**src/include/caf_consts.vh**
```
`ifndef CAF_CONSTS_VH
`define CAF_CONSTS_VH

// ==========================================================
// bank geometry
`define CAF_NUM_BANKS 28
`define CAF_LAST_BANK 5'h1B
`define CAF_IDX_W 7
`define CAF_Q_DEPTH 2'h3

// ==========================================================
// 32-bit filter word fields
`define CAF_SFID32_HI 31
`define CAF_SFID32_LO 21
`define CAF_EFID32_HI 20
`define CAF_EFID32_LO 3
`define CAF_FF32_POS 2
`define CAF_FT32_POS 1
`define CAF_ZERO32_POS 0

// ==========================================================
// 16-bit filter half-word fields
`define CAF_EXTENDED_IDENTIFIER_TOP_HI 20
`define CAF_EXTENDED_IDENTIFIER_TOP_LO 18

// ==========================================================
// filter numbers consumed per bank configuration
`define CAF_USE_32_MASK 3'h1
`define CAF_USE_32_LIST 3'h2
`define CAF_USE_16_MASK 3'h2
`define CAF_USE_16_LIST 3'h4

`endif

```
**src/rtl/caf_filter_mem.v**
```verilog
`timescale 1ns/1ps
`include "caf_consts.vh"

module caf_filter_mem (
  input wire sys_clk,
  input wire wr_en,
  input wire [4:0] wr_bank,
  input wire wr_word,
  input wire [31:0] wr_data,
  input wire [4:0] rd_bank,
  output reg [31:0] rd_word_first,
  output reg [31:0] rd_word_second
);

  reg [31:0] mem_first [0:`CAF_NUM_BANKS-1];
  reg [31:0] mem_second [0:`CAF_NUM_BANKS-1];

  // ==========================================================
  // two filter words per bank, registered read
  always @(posedge sys_clk) begin
    if (wr_en && (wr_bank <= `CAF_LAST_BANK)) begin
      if (wr_word) begin
        mem_second[wr_bank] <= wr_data;
      end else begin
        mem_first[wr_bank] <= wr_data;
      end
    end
    rd_word_first <= mem_first[rd_bank];
    rd_word_second <= mem_second[rd_bank];
  end

endmodule // caf_filter_mem

```
**src/rtl/caf_filter_top.v**
```verilog
// Contract
// - Each bank is routed to queue zero or one and its accepted frames go only there.
// - Only activated banks take part in acceptance; unused banks should stay deactivated.
// - Every accepted frame carries the number of the filter that accepted it.
// - Each queue shows the filter number of its head frame in its status field.
// - Filter numbers run per queue and count every bank of that queue, active or not.
// - A matching 32-bit scale filter beats a matching 16-bit scale filter.
// - At equal scale a list-mode filter beats a mask-mode filter.
// - At equal scale and mode the lowest filter number wins and is recorded.
// - Each bank holds two 32-bit filter words and is set to 32-bit or 16-bit scale.
// - The 32-bit word holds standard id, extended id, format, type and a zero bit.
// - In 32-bit mask mode the first word is the identifier and the second a must-match mask; at 16-bit scale each word is an id/mask pair.
// - In list mode every word (every half-word at 16-bit scale) is an identifier that must match exactly.
`timescale 1ns/1ps
`include "caf_consts.vh"

module caf_filter_top (
  input wire sys_clk,
  input wire resetn,
  input wire cfg_wr_en,
  input wire [4:0] cfg_wr_bank,
  input wire cfg_wr_word,
  input wire [31:0] cfg_wr_data,
  input wire [27:0] bank_scale_32,
  input wire [27:0] bank_list_mode,
  input wire [27:0] bank_to_queue_one,
  input wire [27:0] bank_active,
  input wire frame_valid,
  output wire frame_ready,
  input wire [10:0] standard_identifier,
  input wire [17:0] extended_identifier,
  input wire frame_format_bit,
  input wire frame_type_bit,
  output reg accept_valid,
  output reg accept_queue,
  output reg [6:0] accept_index,
  output reg reject_valid,
  input wire [1:0] queue_release,
  output wire [8:0] rx_fifo_status_q0,
  output wire [8:0] rx_fifo_status_q1,
  output wire [1:0] queue_overrun
);

  localparam ST_IDLE = 2'h0;
  localparam ST_SCAN = 2'h1;
  localparam ST_DRAIN = 2'h2;
  localparam ST_FINISH = 2'h3;

  // ==========================================================
  // reset release
  reg rst_meta_reg, rst_sync_reg;

  always @(posedge sys_clk or negedge resetn) begin
    if (!resetn) begin
      rst_meta_reg <= 1'b0;
      rst_sync_reg <= 1'b0;
    end else begin
      rst_meta_reg <= 1'b1;
      rst_sync_reg <= rst_meta_reg;
    end
  end
  wire rst_n = rst_sync_reg;

  // ==========================================================
  // match functions
  function match32;
    input [31:0] fw;
    input [31:0] id;
    input [31:0] mask;
    begin
      match32 = (((fw ^ id) & mask) == 32'h00000000);
    end
  endfunction
  function match16;
    input [15:0] fw;
    input [15:0] id;
    input [15:0] mask;
    begin
      match16 = (((fw ^ id) & mask) == 16'h0000);
    end
  endfunction

  // ==========================================================
  // state
  reg [1:0] state_reg, best_cls_reg;
  reg [4:0] scan_reg, pipe_bank_reg;
  reg pipe_vld_reg, best_vld_reg, best_queue_reg;
  reg [31:0] fw32_reg;
  reg [6:0] num0_reg, num1_reg, best_idx_reg;
  wire [31:0] w_first, w_second;
  wire [15:0] fw16;
  assign frame_ready = (state_reg == ST_IDLE);
  assign fw16 = {fw32_reg[`CAF_SFID32_HI:`CAF_SFID32_LO], fw32_reg[`CAF_FT32_POS],
                 fw32_reg[`CAF_FF32_POS], fw32_reg[`CAF_EXTENDED_IDENTIFIER_TOP_HI:`CAF_EXTENDED_IDENTIFIER_TOP_LO]};

  caf_filter_mem u_mem (
    .sys_clk(sys_clk),
    .wr_en(cfg_wr_en),
    .wr_bank(cfg_wr_bank),
    .wr_word(cfg_wr_word),
    .wr_data(cfg_wr_data),
    .rd_bank(scan_reg),
    .rd_word_first(w_first),
    .rd_word_second(w_second)
  );

  // ==========================================================
  // 16-bit list halves
  wire [3:0] l16_hit;
  genvar gi;
  generate
    for (gi = 0; gi < 4; gi = gi + 1) begin : g_half
      wire [31:0] src = (gi < 2) ? w_first : w_second;
      wire [15:0] half = src[16*(gi%2)+15 -: 16];
      assign l16_hit[gi] = match16(fw16, half, 16'hFFFF);
    end
  endgenerate

  // ==========================================================
  // bank evaluation
  reg b_scale, b_list, b_queue, b_act, cand_hit, better;
  reg [3:0] hit;
  reg [1:0] off;
  reg [2:0] use_cnt;
  reg [6:0] base, cand_idx;
  always @* begin
    b_scale = bank_scale_32[pipe_bank_reg];
    b_list = bank_list_mode[pipe_bank_reg];
    b_queue = bank_to_queue_one[pipe_bank_reg];
    b_act = bank_active[pipe_bank_reg];
    hit = 4'h0;
    use_cnt = `CAF_USE_16_MASK;
    case ({b_scale, b_list})
      2'b10: begin
        hit[0] = match32(fw32_reg, w_first, w_second);
        use_cnt = `CAF_USE_32_MASK;
      end
      2'b11: begin
        hit[0] = match32(fw32_reg, w_first, 32'hFFFFFFFF);
        hit[1] = match32(fw32_reg, w_second, 32'hFFFFFFFF);
        use_cnt = `CAF_USE_32_LIST;
      end
      2'b00: begin
        // low half id, high half mask
        hit[0] = match16(fw16, w_first[15:0], w_first[31:16]);
        hit[1] = match16(fw16, w_second[15:0], w_second[31:16]);
        use_cnt = `CAF_USE_16_MASK;
      end
      default: begin
        hit = l16_hit;
        use_cnt = `CAF_USE_16_LIST;
      end
    endcase
    off = hit[0] ? 2'h0 : (hit[1] ? 2'h1 : (hit[2] ? 2'h2 : 2'h3));
    base = b_queue ? num1_reg : num0_reg;
    cand_idx = base + {5'h00, off};
    cand_hit = pipe_vld_reg & b_act & (hit != 4'h0);
    better = cand_hit & (~best_vld_reg | ({b_scale, b_list} > best_cls_reg) |
             (({b_scale, b_list} == best_cls_reg) && (cand_idx < best_idx_reg)));
  end

  // ==========================================================
  // scan control
  always @(posedge sys_clk or negedge rst_n) begin
    if (!rst_n) begin
      state_reg <= ST_IDLE;
      scan_reg <= 5'h00;
      pipe_vld_reg <= 1'b0;
      pipe_bank_reg <= 5'h00;
      fw32_reg <= 32'h00000000;
      num0_reg <= 7'h00;
      num1_reg <= 7'h00;
      best_vld_reg <= 1'b0;
      best_cls_reg <= 2'h0;
      best_queue_reg <= 1'b0;
      best_idx_reg <= 7'h00;
      accept_valid <= 1'b0;
      accept_queue <= 1'b0;
      accept_index <= 7'h00;
      reject_valid <= 1'b0;
    end else begin
      accept_valid <= 1'b0;
      reject_valid <= 1'b0;
      if (pipe_vld_reg) begin
        if (b_queue) begin
          num1_reg <= num1_reg + {4'h0, use_cnt};
        end else begin
          num0_reg <= num0_reg + {4'h0, use_cnt};
        end
      end
      if (better) begin
        best_vld_reg <= 1'b1;
        best_cls_reg <= {b_scale, b_list};
        best_queue_reg <= b_queue;
        best_idx_reg <= cand_idx;
      end
      case (state_reg)
        ST_IDLE: begin
          if (frame_valid) begin
            // frame word with zero low bit
            fw32_reg <= {standard_identifier, extended_identifier,
                         frame_format_bit, frame_type_bit, 1'b0};
            scan_reg <= 5'h00;
            num0_reg <= 7'h00;
            num1_reg <= 7'h00;
            best_vld_reg <= 1'b0;
            state_reg <= ST_SCAN;
          end
        end
        ST_SCAN: begin
          pipe_vld_reg <= 1'b1;
          pipe_bank_reg <= scan_reg;
          if (scan_reg == `CAF_LAST_BANK) begin
            state_reg <= ST_DRAIN;
          end else begin
            scan_reg <= scan_reg + 5'h01;
          end
        end
        ST_DRAIN: begin
          pipe_vld_reg <= 1'b0;
          state_reg <= ST_FINISH;
        end
        ST_FINISH: begin
          // queue and number travel with the frame
          accept_valid <= best_vld_reg;
          accept_queue <= best_queue_reg;
          accept_index <= best_idx_reg;
          reject_valid <= ~best_vld_reg;
          state_reg <= ST_IDLE;
        end
        default: begin
          state_reg <= ST_IDLE;
        end
      endcase
    end
  end

  // ==========================================================
  // index queues
  wire [8:0] q_status [0:1];
  genvar gq;
  generate
    for (gq = 0; gq < 2; gq = gq + 1) begin : g_queue
      reg [6:0] slot0_reg, slot1_reg, slot2_reg;
      reg [1:0] cnt_reg;
      reg ovr_reg;
      // only the routed queue takes the frame
      wire push = accept_valid & (accept_queue == gq);
      wire pop = queue_release[gq] & (cnt_reg != 2'h0);
      wire push_ok = push & ((cnt_reg != `CAF_Q_DEPTH) | pop);
      wire [1:0] wpos = pop ? (cnt_reg - 2'h1) : cnt_reg;

      always @(posedge sys_clk or negedge rst_n) begin
        if (!rst_n) begin
          slot0_reg <= 7'h00;
          slot1_reg <= 7'h00;
          slot2_reg <= 7'h00;
          cnt_reg <= 2'h0;
          ovr_reg <= 1'b0;
        end else begin
          ovr_reg <= push & ~push_ok;
          if (pop) begin
            slot0_reg <= slot1_reg;
            slot1_reg <= slot2_reg;
          end
          if (push_ok) begin
            case (wpos)
              2'h0: slot0_reg <= accept_index;
              2'h1: slot1_reg <= accept_index;
              default: slot2_reg <= accept_index;
            endcase
          end
          cnt_reg <= cnt_reg + {1'b0, push_ok} - {1'b0, pop};
        end
      end
      // head number in the status field
      assign q_status[gq] = {cnt_reg, (cnt_reg != 2'h0) ? slot0_reg : 7'h00};
      assign queue_overrun[gq] = ovr_reg;
    end
  endgenerate

  assign rx_fifo_status_q0 = q_status[0];
  assign rx_fifo_status_q1 = q_status[1];
endmodule // caf_filter_top

```
**config.mk**
```make
export PLATFORM = sky130hd
export DESIGN_NAME = caf_filter_top
export DESIGN_NICKNAME = d
export VERILOG_FILES = /design/src/rtl/caf_filter_mem.v /design/src/rtl/caf_filter_top.v
export VERILOG_INCLUDE_DIRS = /design/src /design/src/include
export SDC_FILE = /design/constraint.sdc
export NUM_CORES = 2
export LEC_CHECK = 0
export BUFFER_PORTS_ARGS = -buffer_cell sky130_fd_sc_hd__buf_4
export CORE_MARGIN = 5
export CORE_UTILIZATION = 50
export CTS_BUF_LIST = sky130_fd_sc_hd__clkbuf_4
export CTS_CLUSTER_DIAMETER = 40
export DETAILED_ROUTE_END_ITERATION = 12
export GPL_ROUTABILITY_DRIVEN = 0
export GPL_TIMING_DRIVEN = 0
export HOLD_SLACK_MARGIN = 0.05
export PLACE_DENSITY = 0.67
export SETUP_SLACK_MARGIN = 0.15
export SYNTH_ARGS = -nofsm -noshare
export SYNTH_HDL_FRONTEND = slang
export SYNTH_HIERARCHICAL = 1
export SYNTH_SLANG_ARGS = --single-unit
```
**constraint.sdc**
```tcl
create_clock -name sys_clk -period 12.06 [get_ports sys_clk]
set_input_delay 2.412 -clock sys_clk [delete_from_list [all_inputs] [get_ports sys_clk]]
set_output_delay 2.412 -clock sys_clk [all_outputs]
set_load 0.01 [all_outputs]
```
Word level (Yosys, flattened, before mapping). Memory sizes are Yosys's and may differ from the RTL's. A register that Yosys moved wholly into a read port is not among the register bits. Cells that the tools add are included.

Magnitude comparators: 4. Bitwise operators: 30. Muxes and demuxes: 58. Add/sub/neg operators: 10. Reduce and logical (&&, ||, !) cells: 29. Eq/ne operators: 14.

Operators by type and width (count): $mux W7 (23); $logic_not A16 Y1 (6); $logic_not A32 Y1 (3); $xor A16 B16 Y16 (4); $xor A32 B32 Y32 (2); $and A16 B16 Y16 (2); $and A32 B32 Y32 (1); $bmux W1 S5 (4); $mux W1 (16); $add A7 B3 Y7 (2); $mux W2 (7); $and A1 B1 Y1 (11); $mux W5 (2); $ne A2 B2 Y1 const B (5); $pmux W5 S2 (1); $eq A2 B2 Y1 const B (4); $logic_not A2 Y1 (4); $pmux W2 S4 (1); $reduce_and A2 Y1 (4); $reduce_bool A2 Y1 (4); $add A7 B2 Y7 (1); $lt A7 B7 Y1 (1); $eq A2 B1 Y1 const B (3); $lt A5 B6 Y1 const B (1); other kinds (18) (33).

Word-level logic and storage cells: 174. Memories: 2. Memory bits (writable): 1792. Output and inout port bits: 31. Bits in registers: 129. Bits of input ports: 187.

Memory list: u_mem.mem_first (depth 28, width 32, read ports 1, clocked after memory_dff 1, write ports 1, line caf_filter_mem.v:15) `` reg [31:0] mem_first [0:`CAF_NUM_BANKS-1]; ``; u_mem.mem_second (depth 28, width 32, read ports 1, clocked after memory_dff 1, write ports 1, line caf_filter_mem.v:16) `` reg [31:0] mem_second [0:`CAF_NUM_BANKS-1]; ``.

Logic depth before layout (Yosys ltp).
Depth in word-level cells: 16. Depth in mapped cells: 28. Depth with buffers taken out: 25.

Cells and area by module. The synthesis kept the hierarchy.

By module, submodules not included: caf_filter_mem (instances 1, cells each 3668, seq. area each 55092.8 µm², area an instance 70538.9 µm²); caf_filter_top (instances 1, cells each 855, seq. area each 3228.1 µm², area an instance 8939.8 µm²).

Worst setup path after synthesis. No wires, ideal clock.

Kind: input port to flip-flop. Start point: input port bank_list_mode[15]. End point: register best_idx_reg[3]. Data arrival time: 7.105 ns. Setup time: 0.125 ns. Data required time: 11.935 ns. Path buffers: 0. Cell stages on the path: 20. Path slack: 4.830 ns. Cell sequence: mux4_2 -> mux4_2 -> mux2_2 -> inv_1 -> ha_1 -> nand4_1 -> nor4_1 -> o31a_2 -> o21ba_2 -> ha_1 -> fa_1 -> nand3_1 -> nor2_1 -> xnor2_1 -> o21ai_0 -> ha_1 -> a211o_1 -> o211ai_1 -> o211ai_4 -> mux2_4.

Word-level cells in the longest chain between the ends: 13. Elaborated cells on any way between the ends: 22. Classes of those cells: 1 x add/sub; 2 x order compare; 3 x eq/ne; 8 x mux; 4 x bitwise; 4 x reduce/logical.

RTL lines: from (decl) (line caf_filter_top.v:25) `input wire [27:0] bank_list_mode,`; $bmux W1 S5 (*) (line caf_filter_top.v:128) `b_list = bank_list_mode[pipe_bank_reg];`; $mux W1 (not written as such) (*) (line caf_filter_top.v:128); net b_list (line caf_filter_top.v:121) `reg b_scale, b_list, b_queue, b_act, cand_hit, better;`; $eq A2 B2 Y1 / $logic_not A2 Y1 (equally long branches) (line caf_filter_top.v:133) `case ({b_scale, b_list})`; $reduce_or A3 Y1 (no source line); $mux W2 (line caf_filter_top.v:133); $mux W1 (line caf_filter_top.v:154) `off = hit[0] ? 2'h0 : (hit[1] ? 2'h1 : (hit[2] ? 2'h2 : 2'h3));`; $mux W2 (line caf_filter_top.v:154); $mux W2 (*) (line caf_filter_top.v:154); $add A7 B2 Y7 (*) (line caf_filter_top.v:156) `cand_idx = base + {5'h00, off};`; net cand_idx[6] (line caf_filter_top.v:125) `reg [6:0] base, cand_idx;`; $lt A7 B7 Y1 (*) (line caf_filter_top.v:159) `(({b_scale, b_list} == best_cls_reg) && (cand_idx < best_idx_reg)));`; $logic_and A1 B1 Y1 (*) (line caf_filter_top.v:159); $or A1 B1 Y1 (*) (line caf_filter_top.v:158) `better = cand_hit & (~best_vld_reg | ({b_scale, b_list} > best_cls_reg) |`; $and A1 B1 Y1 (*) (line caf_filter_top.v:158); to (signal assigned) (line caf_filter_top.v:195) `best_idx_reg <= cand_idx;`; to (decl) (line caf_filter_top.v:89) `reg [6:0] num0_reg, num1_reg, best_idx_reg;`.

Mark *: on every way through the listed nets, which the timed path passes. The rest lies on a longest branch. The select of a mux whose other input is x is not followed. A chain may end at the register's enable or synchronous reset.

Worst setup path in the final report.
Start point: register pipe_bank_reg[1]. End point: register best_cls_reg[0].

Word-level cells in the longest chain between the ends: 13. Elaborated cells on any way between the ends: 30. Classes of those cells: 1 x add/sub; 2 x order compare; 3 x eq/ne; 15 x mux; 5 x bitwise; 4 x reduce/logical.

RTL lines: from (decl) (line caf_filter_top.v:86) `reg [4:0] scan_reg, pipe_bank_reg;`; from (signal assigned) (line caf_filter_top.v:212) `pipe_bank_reg <= scan_reg;`; $bmux W1 S5 (*) (line caf_filter_top.v:127) `b_scale = bank_scale_32[pipe_bank_reg];`; $mux W1 (not written as such) (*) (line caf_filter_top.v:127); net b_scale (line caf_filter_top.v:121); $eq A2 B2 Y1 / $logic_not A2 Y1 (equally long branches) (line caf_filter_top.v:133); $reduce_or A3 Y1 (no source line); $mux W2 (line caf_filter_top.v:133); $mux W1 (line caf_filter_top.v:154); $mux W2 (line caf_filter_top.v:154); $mux W2 (*) (line caf_filter_top.v:154); $add A7 B2 Y7 (*) (line caf_filter_top.v:156); net cand_idx[6] (line caf_filter_top.v:125); $lt A7 B7 Y1 (*) (line caf_filter_top.v:159); $logic_and A1 B1 Y1 (*) (line caf_filter_top.v:159); $or A1 B1 Y1 (*) (line caf_filter_top.v:158); $and A1 B1 Y1 (*) (line caf_filter_top.v:158); to (signal assigned) (line caf_filter_top.v:193) `best_cls_reg <= {b_scale, b_list};`; to (decl) (line caf_filter_top.v:85) `reg [1:0] state_reg, best_cls_reg;`.

Marked as above.

==> results.toml <==
[cts]
root_buffer = "clkbuf_4"
cts_buffers = 488
hold_buffers = 0
clkTransAtPathRegs_ns = 0.06
cts_tree = "yes"
cts_sinks = 1985
cts_resized = 0
cts-htree-levels = 5
post_cts_buffers = 0
cts.path.max_buffers = 4
insertion_delay_ns = 1.41

[min_path]
hold_class = "reg -> reg"

[synth]
synthFlopType = "edfxtp_1"
ys_seq_area_frac = 0.734
synth_area_sq_um = 79500
synthArstFlopShare = 0.0650
syn-num-nets = 4744
synth_cell_type_count = 75
syn_inst = 4523
ys_warn_count = 6
synth_edf_count = 1792
synth.ff_latch_count = 1985
avgSynthCellArea_sq_um = 17.6

[grt]
grt_max_degree = 68
grt_pass1_vias = 45800
grt_usage = 0.268
antenna_found_initial = 14
grt_pass1_wl_microns = 320000
grt_overflow_total = 0

[pwr]
sequentialPowerShare = 0.410
switching_power_uw = 7010
ir_drop_uv = 113
switching_share = 0.347
cellPowerDensity_nw_per_um2 = 221
power.share.clock = 0.264
power.leakage_uw = 0.0321
p_int_uw = 13200
power_frac_comb = 0.326

[run]
max_cap_violations = 0

[sta]
fin_crit_sh = 0.592
finalCriticalPeriod_ns = 7.14
setup_viol = 0
fin_skew_ns = 0.179
hold_viol = 0
finalSetupTns_ns = 0
worstMarginPinSlew_ns = 1.23
grt_setup_unrepaired = "false"
fmax_ghz = 0.140
max_slew_margin = 0.179
finalMaxSlewViolations = 0

[floorplanning]
num_rows = 146
die_y_microns = 409
die_x_microns = 409
die_area_sq_um = 167000
io_pins = 218
start_util = 0.502
core_sq_um = 158000

[layout]
layout_commonest_cell = "edfxtp_1"
nNetsFinal = 5509
final_cell_mix = "edfxtp_1, clkbuf_4, mux2i_1, buf_4, a22oi_1"
area_delta_synth_final_pct = 14.8
reg_top3 = "u_mem/mem_first: 896 flops, u_mem/mem_second: 896 flops"
drive_gt1_frac = 0.259
post-route-util = 0.577
design_area_sq_um = 91300
final_cells = 7733

[detailed_routing]
totalWireLength_microns = 227000
first_iter_violations = 5929
viasPerCell = 6.06
first_pass_iters = 12
ant_nets = 0
drt-wirelength-per-cell_microns = 29.4
via_count = 46900
drc = 0

[setup_path]
path_class = "reg -> reg"
crit_fanout = 10
endpoint_kind = "flop"
worstPathRequired_ns = 13.22
crit_path_start_kind = "flop"
arrival_ns = 8.31

[run_status]
run_status = "complete, no violations"

[placed_design]
hpwl_microns = 150000
dp_cells = 6870
place_area_sq_um = 85300
portBuffers = 214
==> cells by family after synthesis <==
| logic type | share of synthesized area |
|---|---|
| buffers and inverters | 0.0221 |
| xor gates and xnor gates | 0.0134 |
| AOI/OAI and AO/OA | 0.0422 |
| other | 0.0000472 |
| DFF | 0.734 |
| adders and majority gates | 0.00564 |
| and+or+nand+nor | 0.0426 |
| muxes | 0.140 |
==> through the flow <==
step,hold WS [ns],setup WS (ns),total power (uW)
after global placement,0.337,1.46,14800
after floorplan,0.331,4.83,12500
after global routing,0.360,4.61,21000
after CTS,0.354,5.01,20200
after detailed placement,0.344,3.75,14900
final,0.350,4.92,20200
==> power groups by stage <==
stage / sequential [uW] / combinational, uW / clock [uW]
2_1_floorplan: 8190 / 4300 / 0
3_3_place_gp: 8410 / 6380 / 0
3_5_place_dp: 8410 / 6470 / 0
4_1_cts: 8260 / 6500 / 5450
5_1_grt: 8280 / 6920 / 5840
6_report: 8270 / 6590 / 5340
==> synthesized netlist by cell type, types with 34 or more instances <==
library cell,instances,area [sq um]
edfxtp_1,1792,53800
mux2i_1,659,6600
a22oi_1,224,1680
nand2_1,214,803
nand3_1,165,826
mux4_2,158,3560
dfrtp_1,129,3230
a21oi_1,127,636
nor2_1,112,420
clkbuf_1,89,334
xor2_1,71,622
dfxtp_1,64,1280
nand4_1,64,400
buf_2,63,315
mux2_2,60,676
xnor2_1,51,447
buf_6,45,507
inv_1,34,128
nor2b_1,34,213
==> worst max-delay path, stage by stage, from the launching register on <==
cell	delay, ns
dfrtp_1	0.42
buf_6	0.20
buf_2	0.28
buf_1	0.48
mux4_2	0.39
mux4_2	0.48
mux2_2	0.35
inv_2	0.09
ha_1	0.48
inv_1	0.18
or4_1	0.61
nand3_1	0.23
o21ba_2	0.23
ha_1	0.20
fa_1	0.28
nand3_1	0.14
nor2_1	0.15
xor2_1	0.15
nand2_1	0.08
o21ai_0	0.14
ha_1	0.31
a211o_1	0.29
o211ai_1	0.28
o211ai_4	0.26
mux2_4	0.36
==> area by class of cell <==
class	instances	area, sq um
fill	12100	66900
sequential	1985	58300
multi-input combinational	2250	19800
clock buffer	723	5430
timing repair buffer	275	2790
tap	2072	2590
buffer	253	1630
clock inverter	121	520
inverter	35	131
antenna	19	47.5
==> final timing paths <==
check	from	endpoint	slack [ns]	depth (start not counted)
worst max-delay path	pipe_bank_reg[1]	best_cls_reg[0]	4.92	24
worst min-delay path	rst_meta_reg	rst_n	0.35	0
worst max register to register	pipe_bank_reg[1]	best_cls_reg[0]	4.92	24
worst min register to register	rst_meta_reg	rst_n	0.35	0
max in group asynchronous	rst_n	num0_reg[0]	10.73	1
min in group asynchronous	rst_n	best_idx_reg[4]	0.46	0
==> per-layer routing <==
metal,vias up,track usage,wire (microns)
met5,-,0,30
li1,19700,-,-
met3,477,0.0781,27600
met4,4,0.101,8420
met2,2899,0.406,103000
met1,23800,0.370,88100
Power figures use the tool's default switching activity.
